--- src/inc/oscdiv_params.svh ---
// constants for the divided oscillator output control block
// assumes a 40 MHz pclk and a master oscillator period of two pclk cycles
`ifndef OSCDIV_PARAMS_SVH
`define OSCDIV_PARAMS_SVH

// timing, in ns and in master periods
`define OSC_CLK_PERIOD_NS     25
`define OSC_MASTER_PERIOD_NS  50
`define OSC_MASTER_CLKS       (`OSC_MASTER_PERIOD_NS / `OSC_CLK_PERIOD_NS)
`define OSC_STARTUP_MASTER    500
`define OSC_STARTUP_CLKS      (`OSC_STARTUP_MASTER * `OSC_MASTER_CLKS)
`define OSC_LAT_MULT          16
`define OSC_LAT_BIAS          6

// register byte offsets
`define OSC_REG_CTRL          12'h000
`define OSC_REG_STATUS        12'h004
`define OSC_REG_CHANGES       12'h008
`define OSC_REG_STARTUP       12'h00c

// control fields
`define OSC_CTRL_SWEN_BIT     0
`define OSC_CTRL_CODE_LSB     4
`define OSC_CTRL_RESET        8'h00

// status fields
`define OSC_STAT_CODE_LSB     0
`define OSC_STAT_FLOAT_BIT    4
`define OSC_STAT_RUN_BIT      5
`define OSC_STAT_ACTIVE_BIT   6
`define OSC_STAT_LEVEL_BIT    7
`define OSC_STAT_RATIO_LSB    8

`endif

--- src/inc/oscdiv_pkg.sv ---
// types and helper functions for the divided oscillator output control block
// assumes oscdiv_params.svh is on the include path
package oscdiv_pkg;
`include "oscdiv_params.svh"

    typedef enum logic [1:0] {
        ST_START  = 2'b00,
        ST_SETTLE = 2'b01,
        ST_RUN    = 2'b11
    } run_state_t;

    typedef logic [3:0] div_code_t;
    typedef logic [7:0] ratio_t;
    typedef logic [10:0] lat_t;

    // codes 0..7 give 2^code, codes 8..15 give 2^(15-code)
    function automatic ratio_t ratio_of(input div_code_t code);
        logic [2:0] e;
        e = code[3] ? ~code[2:0] : code[2:0];
        ratio_of = 8'h01 << e;
    endfunction

    function automatic logic float_of(input div_code_t code);
        float_of = code[3];
    endfunction

    // low time before the first rising edge, in pclk cycles
    function automatic ratio_t first_low_len(input ratio_t r);
        first_low_len = (r < 8'h04) ? r : 8'(`OSC_MASTER_CLKS);
    endfunction

    function automatic div_code_t code_diff(input div_code_t a, input div_code_t b);
        code_diff = (a > b) ? div_code_t'(a - b) : div_code_t'(b - a);
    endfunction

    // settling wait in pclk cycles, minus one
    function automatic lat_t latency_clks(input div_code_t diff);
        latency_clks = lat_t'(11'(`OSC_LAT_MULT) * (11'(diff) + 11'(`OSC_LAT_BIAS))
                       * 11'(`OSC_MASTER_CLKS) - 11'h001);
    endfunction
endpackage

--- src/inc/code_filter_if.sv ---
// carrier between the code settling filter and the output controller
// assumes both ends share pclk
`timescale 1ns/1ps
interface code_filter_if;
    logic [3:0] code;
    logic       valid;
    logic       changed;
    modport filter (output code, output valid, output changed);
    modport user   (input code, input valid, input changed);
endinterface

--- src/hw/code_settle_filter.sv ---
// settling filter for the sensed divider select code
// assumes the sample input is synchronous to clk
`timescale 1ns/1ps
module code_settle_filter (
    // clock and reset
    input  wire logic             clk,
    input  wire logic             rst_n,
    // raw sensed code
    input  wire logic [3:0]       sample,
    // accepted code
    code_filter_if.filter         res
);
    import oscdiv_pkg::*;

    div_code_t cand_ff;
    lat_t      cnt_ff;
    div_code_t code_ff;
    logic      valid_ff;
    logic      changed_ff;
    lat_t      target;
    logic      accept;

    assign res.code    = code_ff;
    assign res.valid   = valid_ff;
    assign res.changed = changed_ff;

    ////////////////////////////////////////////////////////////////////////////
    // wait grows with the size of the step
    assign target = latency_clks(valid_ff ? code_diff(cand_ff, code_ff) : 4'h0);
    assign accept = (sample == cand_ff) && (cnt_ff >= target)
                    && (!valid_ff || (cand_ff != code_ff));

    // any mismatch restarts the stability count
    always_ff @(posedge clk or negedge rst_n) begin
        if (!rst_n) begin
            cand_ff <= 4'h0;
            cnt_ff  <= 11'h000;
        end else if (sample != cand_ff) begin
            cand_ff <= sample;
            cnt_ff  <= 11'h000;
        end else if (cnt_ff < target) begin
            cnt_ff  <= cnt_ff + 11'h001;
        end
    end

    ////////////////////////////////////////////////////////////////////////////
    // only a stable candidate is applied, never a passing value
    always_ff @(posedge clk or negedge rst_n) begin
        if (!rst_n) begin
            code_ff    <= 4'h0;
            valid_ff   <= 1'b0;
            changed_ff <= 1'b0;
        end else begin
            changed_ff <= accept && valid_ff;
            if (accept) begin
                code_ff  <= cand_ff;
                valid_ff <= 1'b1;
            end
        end
    end
endmodule // code_settle_filter

--- src/hw/osc_out_ctrl.sv ---
// output control around a divided master oscillator, with an APB register file
// assumes out_enable_in and ratio_code_in are synchronous to pclk; one master
// period is two pclk cycles; the pad combines clk_out_o with clk_out_oe
//
// Added by the designer: the address map and the APB interface to the registers.
`timescale 1ns/1ps
`include "oscdiv_params.svh"
module osc_out_ctrl #(
    parameter int STARTUP_CLKS = `OSC_STARTUP_CLKS
) (
    // clock and reset
    input  wire logic                    pclk,
    input  wire logic                    presetn,
    // apb slave
    input  wire logic [11:0]             paddr,
    input  wire logic                    psel,
    input  wire logic                    penable,
    input  wire logic                    pwrite,
    input  wire logic [31:0]             pwdata,
    output logic      [31:0]             prdata,
    output logic                         pready,
    output logic                         pslverr,
    // pins
    input  wire logic                    out_enable_in,
    input  wire oscdiv_pkg::div_code_t   ratio_code_in,
    output logic                         clk_out_o,
    output logic                         clk_out_oe
);
    import oscdiv_pkg::*;

    ////////////////////////////////////////////////////////////////////////////
    // declarations
    code_filter_if fres ();

    run_state_t  state_ff;
    run_state_t  nxt_state;
    logic [10:0] start_cnt_ff;
    logic        en_prev_ff;
    logic        arm;

    ratio_t      ratio_ff;
    ratio_t      cnt_ff;
    logic        phase_ff;
    ratio_t      nxt_ratio;
    ratio_t      nxt_cnt;
    logic        nxt_phase;
    ratio_t      new_ratio;
    logic        float_now;

    logic        nxt_oe;
    logic        nxt_level;
    logic        out_ff;
    logic        oe_ff;

    logic [7:0]  ctrl_ff;
    logic [15:0] changes_ff;
    logic [15:0] startup_len_ff;
    logic [31:0] rd_word;
    logic        rd_hit;
    logic        access;
    logic [31:0] prdata_ff;
    logic        pready_ff;
    logic        pslverr_ff;
    div_code_t   code_sample;

    assign prdata     = prdata_ff;
    assign pready     = pready_ff;
    assign pslverr    = pslverr_ff;
    assign clk_out_o  = out_ff;
    assign clk_out_oe = oe_ff;

    ////////////////////////////////////////////////////////////////////////////
    // code source: sensed pin or software override
    assign code_sample = ctrl_ff[`OSC_CTRL_SWEN_BIT]
                         ? ctrl_ff[`OSC_CTRL_CODE_LSB +: 4] : ratio_code_in;

    code_settle_filter u_filter (
        .clk    (pclk),
        .rst_n  (presetn),
        .sample (code_sample),
        .res    (fres.filter)
    );

    // one code gives both settings
    assign new_ratio = ratio_of(fres.code);
    assign float_now = float_of(fres.code);

    ////////////////////////////////////////////////////////////////////////////
    // start-up sequencing
    always_comb begin
        nxt_state = state_ff;
        unique case (state_ff)
            ST_START: begin
                if (start_cnt_ff == 11'(STARTUP_CLKS - 1)) begin
                    nxt_state = ST_SETTLE;
                end
            end
            ST_SETTLE: begin
                if (fres.valid) begin
                    nxt_state = ST_RUN;
                end
            end
            ST_RUN: begin
                nxt_state = ST_RUN;
            end
            default: begin
                nxt_state = ST_START;
            end
        endcase
    end

    always_ff @(posedge pclk or negedge presetn) begin
        if (!presetn) begin
            state_ff <= ST_START;
        end else begin
            state_ff <= nxt_state;
        end
    end

    always_ff @(posedge pclk or negedge presetn) begin
        if (!presetn) begin
            start_cnt_ff <= 11'h000;
        end else if (state_ff == ST_START) begin
            start_cnt_ff <= start_cnt_ff + 11'h001;
        end
    end

    // cycles spent before running, shows any extension
    always_ff @(posedge pclk or negedge presetn) begin
        if (!presetn) begin
            startup_len_ff <= 16'h0000;
        end else if (state_ff != ST_RUN && startup_len_ff != 16'hffff) begin
            startup_len_ff <= startup_len_ff + 16'h0001;
        end
    end

    ////////////////////////////////////////////////////////////////////////////
    // enable rise detection
    always_ff @(posedge pclk or negedge presetn) begin
        if (!presetn) begin
            en_prev_ff <= 1'b0;
        end else begin
            en_prev_ff <= out_enable_in;
        end
    end

    // re-phase the divider on enable rise or at start-up end
    assign arm = ((state_ff == ST_SETTLE) && fres.valid && out_enable_in)
                 || ((state_ff == ST_RUN) && out_enable_in && !en_prev_ff);

    ////////////////////////////////////////////////////////////////////////////
    // divider: half period of ratio pclk cycles
    always_comb begin
        nxt_ratio = ratio_ff;
        nxt_cnt   = cnt_ff;
        nxt_phase = phase_ff;
        if (arm) begin
            nxt_ratio = new_ratio;
            nxt_phase = 1'b0;
            nxt_cnt   = first_low_len(new_ratio) - 8'h01;
        end else if (cnt_ff == 8'h00) begin
            nxt_phase = ~phase_ff;
            if (!phase_ff) begin
                nxt_ratio = new_ratio;
                nxt_cnt   = new_ratio - 8'h01;
            end else begin
                nxt_cnt   = ratio_ff - 8'h01;
            end
        end else begin
            nxt_cnt = cnt_ff - 8'h01;
        end
    end

    always_ff @(posedge pclk or negedge presetn) begin
        if (!presetn) begin
            ratio_ff <= 8'h01;
            cnt_ff   <= 8'h00;
            phase_ff <= 1'b0;
        end else begin
            ratio_ff <= nxt_ratio;
            cnt_ff   <= nxt_cnt;
            phase_ff <= nxt_phase;
        end
    end

    ////////////////////////////////////////////////////////////////////////////
    // pad control
    always_comb begin
        nxt_oe    = 1'b0;
        nxt_level = 1'b0;
        if (nxt_state == ST_RUN) begin
            if (out_enable_in) begin
                nxt_oe    = 1'b1;
                nxt_level = nxt_phase;
            end else begin
                nxt_oe    = !float_now;
                nxt_level = 1'b0;
            end
        end
    end

    always_ff @(posedge pclk or negedge presetn) begin
        if (!presetn) begin
            out_ff <= 1'b0;
            oe_ff  <= 1'b0;
        end else begin
            out_ff <= nxt_level;
            oe_ff  <= nxt_oe;
        end
    end

    ////////////////////////////////////////////////////////////////////////////
    // accepted code changes
    always_ff @(posedge pclk or negedge presetn) begin
        if (!presetn) begin
            changes_ff <= 16'h0000;
        end else if (fres.changed && changes_ff != 16'hffff) begin
            changes_ff <= changes_ff + 16'h0001;
        end
    end

    ////////////////////////////////////////////////////////////////////////////
    // apb slave: one wait state, write lands on the completing edge
    assign access = psel && penable;

    always_comb begin
        rd_word = 32'h0000_0000;
        rd_hit  = 1'b1;
        unique case (paddr)
            `OSC_REG_CTRL: begin
                rd_word[7:0] = ctrl_ff;
            end
            `OSC_REG_STATUS: begin
                rd_word[`OSC_STAT_CODE_LSB +: 4]  = fres.code;
                rd_word[`OSC_STAT_FLOAT_BIT]      = float_now;
                rd_word[`OSC_STAT_RUN_BIT]        = (state_ff == ST_RUN);
                rd_word[`OSC_STAT_ACTIVE_BIT]     = oe_ff;
                rd_word[`OSC_STAT_LEVEL_BIT]      = out_ff;
                rd_word[`OSC_STAT_RATIO_LSB +: 8] = ratio_ff;
            end
            `OSC_REG_CHANGES: begin
                rd_word[15:0] = changes_ff;
            end
            `OSC_REG_STARTUP: begin
                rd_word[15:0] = startup_len_ff;
            end
            default: begin
                rd_hit = 1'b0;
            end
        endcase
    end

    always_ff @(posedge pclk or negedge presetn) begin
        if (!presetn) begin
            pready_ff  <= 1'b0;
            pslverr_ff <= 1'b0;
            prdata_ff  <= 32'h0000_0000;
        end else if (access && !pready_ff) begin
            pready_ff  <= 1'b1;
            pslverr_ff <= !rd_hit;
            prdata_ff  <= pwrite ? 32'h0000_0000 : rd_word;
        end else begin
            pready_ff  <= 1'b0;
            pslverr_ff <= 1'b0;
            prdata_ff  <= 32'h0000_0000;
        end
    end

    always_ff @(posedge pclk or negedge presetn) begin
        if (!presetn) begin
            ctrl_ff <= `OSC_CTRL_RESET;
        end else if (access && pready_ff && pwrite && paddr == `OSC_REG_CTRL) begin
            ctrl_ff <= pwdata[7:0];
        end
    end
endmodule // osc_out_ctrl

--- config.mk ---
export PLATFORM = sky130hd
export DESIGN_NAME = osc_out_ctrl
export DESIGN_NICKNAME = d
export VERILOG_FILES = /design/src/inc/oscdiv_pkg.sv /design/src/inc/code_filter_if.sv /design/src/hw/code_settle_filter.sv /design/src/hw/osc_out_ctrl.sv
export VERILOG_INCLUDE_DIRS = /design/src /design/src/inc
export SDC_FILE = /design/constraint.sdc
export NUM_CORES = 1
export LEC_CHECK = 0
export ABC_AREA = 1
export BUFFER_PORTS_ARGS = -buffer_cell sky130_fd_sc_hd__buf_2
export CAP_MARGIN = 20
export CORE_ASPECT_RATIO = 1.1
export CORE_MARGIN = 5
export CORE_UTILIZATION = 50
export CTS_CLUSTER_DIAMETER = 30
export DETAILED_ROUTE_END_ITERATION = 10
export PLACE_DENSITY = 0.71
export SLEW_MARGIN = 10
export SYNTH_ARGS = -nofsm -noshare
export SYNTH_HDL_FRONTEND = slang
export SYNTH_HIERARCHICAL = 1
export SYNTH_SLANG_ARGS = --single-unit
--- constraint.sdc ---
create_clock -name pclk -period 3.7 [get_ports pclk]
set_input_delay 0.74 -clock pclk [delete_from_list [all_inputs] [get_ports pclk]]
set_output_delay 0.74 -clock pclk [all_outputs]
set_load 0.005 [all_outputs]
After elaboration in Yosys (flattened, before gate mapping)
Index checks and enable logic that the tools add are counted.
{"block": "word_totals", "register_bits": 128, "input_bits": 54}
{"block": "op_classes", "add_sub_neg": 12, "order_cmp": 4, "eq_ne": 14, "shift": 1, "mux": 29, "n_bitwise": 2, "n_reduce_logical": 28}
{"op": "$mux W8", "n": 7}
{"op": "$add A16 B1 Y16 const B", "n": 2}
{"op": "$mux W16", "n": 2}
{"op": "$ne A16 B16 Y1 const B", "n": 2}
{"op": "$pmux W8 S4", "n": 1}
{"op": "$sub A8 B1 Y8 const B", "n": 4}
{"op": "$eq A12 B4 Y1 const B", "n": 2}
{"op": "$pmux W8 S3", "n": 1}
{"op": "$add A11 B1 Y11 const B", "n": 2}
{"op": "$mux W11", "n": 2}
{"op": "$logic_and A1 B1 Y1", "n": 14}
{"op": "$eq A12 B3 Y1 const B", "n": 1}
{"op": "$logic_not A12 Y1", "n": 1}
{"op": "$mux W4", "n": 3}
{"op": "$eq A11 B10 Y1 const B", "n": 1}
{"op": "$ge A11 B11 Y1", "n": 1}
{"op": "$lt A11 B11 Y1", "n": 1}
{"op": "$sub A11 B1 Y11 const B", "n": 1}
{"op": "$mux W1", "n": 9}
{"op": "$logic_not A8 Y1", "n": 1}
{"op": "$lt A8 B3 Y1 const B", "n": 1}
{"op": "$ne A4 B4 Y1", "n": 2}
{"op": "$shl A1 B3 Y8 const A", "n": 1}
{"op": "$sub A4 B4 Y4", "n": 2}
{"op": "17 further kinds", "n": 26}

Logic depth before layout (Yosys ltp)
{"block": "depth", "word_depth": 9, "depth_mapped": 27}

Hierarchy
The synthesis kept the hierarchy.
{"module": "osc_out_ctrl", "n_inst": 1, "cells_per_inst": 625, "area_per_inst_um2": 4991.0, "seq_area_each_um2": 2278.4}
{"module": "code_settle_filter", "n_inst": 1, "cells_per_inst": 224, "area_per_inst_um2": 1664.1, "seq_area_each_um2": 525.5}

Worst setup path before layout
OpenSTA, ideal clock, no wires.
{"block": "synth_timing", "path_type": "reg-to-reg", "start": "register u_filter.cand_ff[0]", "end": "register u_filter.cnt_ff[10]", "arrival_ns": 3.203, "required_time_ns": 3.617, "setup_slack_ns": 0.414, "path_stages_with_launch": 24, "period_less_slack_ns": 3.286, "cell_sequence": "dfrtp_1 -> inv_1 -> ha_1 -> inv_1 -> fa_1 -> nand3_1 -> nand3_1 -> nand2_2 -> inv_1 -> nand2_1 -> nand3_1 -> ha_1 -> nand2_1 -> nand2_1 -> nor2_1 -> nand3_1 -> ha_1 -> a21o_1 -> nor2_1 -> o21ai_0 -> nor2_2 -> buf_2 -> nand4_1 -> o21ai_0"}
{"block": "synth_via", "elab_chain_len": 7}
{"element": "start, declared", "line_no": "code_settle_filter.sv:15", "rtl": "div_code_t cand_ff;"}
{"element": "start signal, assigned", "line_no": "code_settle_filter.sv:39", "rtl": "cand_ff <= sample;"}
{"element": "$sub A4 B4 Y4 or $gt A4 B4 Y1 (tied branches)", "line_no": "oscdiv_pkg.sv:33", "rtl": "code_diff = (a > b) ? div_code_t'(a - b) : div_code_t'(b - a);"}
{"element": "$mux W4", "line_no": "oscdiv_pkg.sv:33"}
{"element": "$mux W4", "line_no": "code_settle_filter.sv:29", "rtl": "assign target = latency_clks(valid_ff ? code_diff(cand_ff, code_ff) : 4'h0);"}
{"element": "$add A4 B3 Y5", "line_no": "oscdiv_pkg.sv:38", "rtl": "latency_clks = lat_t'(11'(`OSC_LAT_MULT) * (11'(diff) + 11'(`OSC_LAT_BIAS))"}
{"element": "$sub A11 B1 Y11", "line_no": "oscdiv_pkg.sv:38"}
{"element": "$lt A11 B11 Y1", "line_no": "code_settle_filter.sv:41", "rtl": "end else if (cnt_ff < target) begin"}
{"element": "$reduce_bool A2 Y1 (no line)"}
{"element": "end signal, assigned", "line_no": "code_settle_filter.sv:42", "rtl": "cnt_ff <= cnt_ff + 11'h001;"}
{"element": "end, declared", "line_no": "code_settle_filter.sv:16", "rtl": "lat_t cnt_ff;"}
Parallel ways exist; a longest one is shown, timed or not.
A chain may end at the register's enable or synchronous reset.

Worst setup path after layout
{"block": "layout_timing", "start": "register u_filter.cand_ff[0]", "end": "register u_filter.code_ff[2] (netlist: u_filter/res.code[2])"}
{"block": "layout_via", "elab_chain_len": 8}
{"element": "$sub A4 B4 Y4 or $gt A4 B4 Y1 (tied branches)", "line_no": "oscdiv_pkg.sv:33"}
{"element": "$mux W4", "line_no": "oscdiv_pkg.sv:33"}
{"element": "$mux W4", "line_no": "code_settle_filter.sv:29"}
{"element": "$add A4 B3 Y5", "line_no": "oscdiv_pkg.sv:38"}
{"element": "$sub A11 B1 Y11", "line_no": "oscdiv_pkg.sv:38"}
{"element": "$ge A11 B11 Y1", "line_no": "code_settle_filter.sv:30", "rtl": "assign accept = (sample == cand_ff) && (cnt_ff >= target)"}
{"element": "$logic_and A1 B1 Y1", "line_no": "code_settle_filter.sv:30"}
{"element": "$logic_and A1 B1 Y1 *", "line_no": "code_settle_filter.sv:31", "rtl": "&& (!valid_ff || (cand_ff != code_ff));"}
{"element": "end signal, assigned", "line_no": "code_settle_filter.sv:56", "rtl": "code_ff <= cand_ff;"}
{"element": "end, declared", "line_no": "code_settle_filter.sv:17", "rtl": "div_code_t code_ff;"}
Mark *: on every way between the ends. The rest lies on a longest branch, timed or not.

==> impl_metrics.toml <==
[final_layout]
diodes = 0
layout.cells.non_filler = 1078
design_area_um2 = 7600
area_growth_pct = 14.2
layout_commonest_cell = "nand2_1"
layout.nets = 989
fill_cells = 1214
mostFrequentLayoutCells = "nand2_1, dfrtp_1, inv_1, nor2_1, nand3_1"
drive_gt1_frac = 0.182

[setup_path]
r2r_start = "u_filter/cand_ff[0]$_DFFE_PN0N_"
worstSetupPathType = "reg -> reg"
crit_required_ps = 3950
startpoint_type = "register"
crit_fanout = 5
cp-end-kind = "register"
r2r_cells = 26
cp.arrival_ps = 3840
startpoint = "u_filter/cand_ff[0]$_DFFE_PN0N_"

[drt]
first_iter_violations = 364
ant_nets = 0
firstDrtPassIters = 5
drt-total-wl_mm = 14.2
drc_errors = 0
wl_per_cell_um = 13.2
vias = 5409
drt-vias-per-instance = 5.02

[sta]
fin_crit_ps = 3590
fin_tns_setup_ps = 0
setup_viol = 0
slew_viol_final = 0
skew_ps = 8.25
period_share = 0.970
worst_pin_slew_ps = 687
relSlewSlack = 0.542
rsz0062_at_grt = "yes"
finalHoldViolCount = 0
fmax_mhz = 279
holdWs_ps = 399

[clocking]
clockRootBuffer = "clkbuf_16"
hold_buffers = 0
cts_buffers = 9
h-tree-depth = 3
cts_tree = "yes"
clk_latency_ps = 360
cts_sinks = 112
clkTransAtPathRegs_ps = 70
cts_max_path_buffers = 2

[die]
die_h_um = 131
die-width_um = 120
fp.coreArea_um2 = 13200
num_io_pins = 90
rows = 44
die_area_um2 = 15700
start_util = 0.506

[pwr]
vdd.ir_drop.worst_uv = 199
totalPowerFinal_mw = 2.42
p_leak_nw = 3.83
powerDensity_nw_per_um2 = 319

[grt]
use_met1 = 0.220
grt_pass1_wl_mm = 24.0
antenna_found_initial = 0
track_usage = 0.189
grt_max_degree = 52
use_met2 = 0.347
use_met3 = 0.0448
grt_pass1_vias = 5278
overflow = 0
grt-busiest-layer = "met2"

[yosys]
syn_area_um2 = 6660
synth-async-reset-ratio = 1.00
synth_edf_count = 0
ys.flop_type = "dfrtp_1"
yosysSeqAreaShare = 0.421
syn_inst = 849
avgSynthCellArea_um2 = 7.84
yosys_warnings = 6
synth-seq-cells = 112
ys_types = 42

[placed_design]
dp.cells = 1055
place_area_um2 = 7040
globalplace.congestion = 0.910
io_buffers = 49
dp_hpwl_mm = 10.8

[job]
cap_viol_max_count = 0

[worst_hold_path]
hp-class = "in -> async"

[outcome]
status = "completed"
## registers in the layout, summed over array words and instances, names as in the netlist
name                  count
changes_ff               16
clk_out_o                 1
clk_out_oe                1
cnt_ff                    8
ctrl_ff                   8
en_prev_ff                1
phase_ff                  1
prdata                   16
pready                    1
pslverr                   1
ratio_ff                  8
start_cnt_ff             11
startup_len_ff           16
state_ff                  2
u_filter/cand_ff          4
u_filter/cnt_ff          11
u_filter/res.changed      1
u_filter/res.code         4
u_filter/res.valid        1
## power by group
part	switching (mW)	internal [mW]	total (mW)	leakage (nW)
Combinational	0.116	0.0689	0.185	2.22
Clock	0.441	0.564	1.00	0.149
Sequential	0.00554	1.23	1.23	1.46
## synthesized netlist by cell type (7+ instances only)
cell,number,share of area
o21ai_0,14,0.011
a21oi_1,16,0.012
ha_1,21,0.039
nand3_1,70,0.053
inv_1,110,0.062
xnor2_1,19,0.025
o21ai_2,8,0.011
nand2_2,8,0.0075
nand4_1,29,0.027
nand2_1,237,0.13
dfrtp_1,111,0.42
nor3_1,22,0.017
xor2_1,33,0.043
nor2_2,7,0.0066
nor2_1,70,0.039
buf_4,19,0.021
## cells by family after synthesis
group / synth area share
AO/OA/AOI/OAI: 0.0387
XOR/XNOR: 0.0684
adder cells (fa/ha/maj): 0.0455
buffers and inverters: 0.0985
flip-flops: 0.421
multiplexers: 0.00846
other: 0.000563
AND/OR/NAND/NOR: 0.318
## per-stage QoR
step | worst slack [ps] | util
2_1_floorplan | 414 | -
3_3_place_gp | 112 | 0.535
3_5_place_dp | 62.1 | 0.535
4_1_cts | 32.4 | 0.558
5_1_grt | -117 | 0.577
6_report | 110 | 0.577
## critical path: stages (launching register included)
cell	delay (ps)
dfrtp_1	380
inv_1	60
ha_2	160
inv_2	50
fa_2	410
nand3_2	90
nand3_2	80
nand2_2	100
inv_2	60
nand2_2	90
nand3_4	120
inv_4	100
ha_4	120
nand2_2	50
nand2_2	90
nor2_4	40
nand3b_1	160
nand2_2	100
ha_4	210
nand4_1	110
nand3b_1	120
nor2_1	60
nor2_2	260
nand2_2	160
buf_4	170
nand4_1	60
nand2_1	60
## routing by layer
metal / up-vias / routed length [um]
li1: 2776 / -
met1: 2510 / 6040
met2: 98 / 7350
met3: 25 / 549
met4: 0 / 284
met5: - / 0
## final cells by class
class	count	area (um2)	share of cell area
Timing Repair Buffer	70	413	0.0543
Multi-Input combinational cell	605	3440	0.453
Sequential cell	112	2800	0.369
Clock buffer	12	256	0.0338
Clock inverter	4	51.3	0.00675
Inverter	114	433	0.0570
Tap cell	161	201	0.0265
## path summary, 6_finish.rpt
kind / to / slack (ps)
min: changes_ff[4]$_DFFE_PN0P_ / 400
min in group pclk: start_cnt_ff[7]$_DFFE_PN0P_ / 470
max in group asynchronous: ratio_ff[0]$_DFFE_PN1P_ / 2520
max: u_filter/res.code[2]$_DFFE_PN0P_ / 110
min reg2reg: start_cnt_ff[7]$_DFFE_PN0P_ / 470
max reg2reg: u_filter/res.code[2]$_DFFE_PN0P_ / 110
## timing repair
action,CTS,global route
setup buffers,0,7
endpoints found under the setup margin,0,17
resized for setup,0,53
Power figures use the tool's default switching activity.
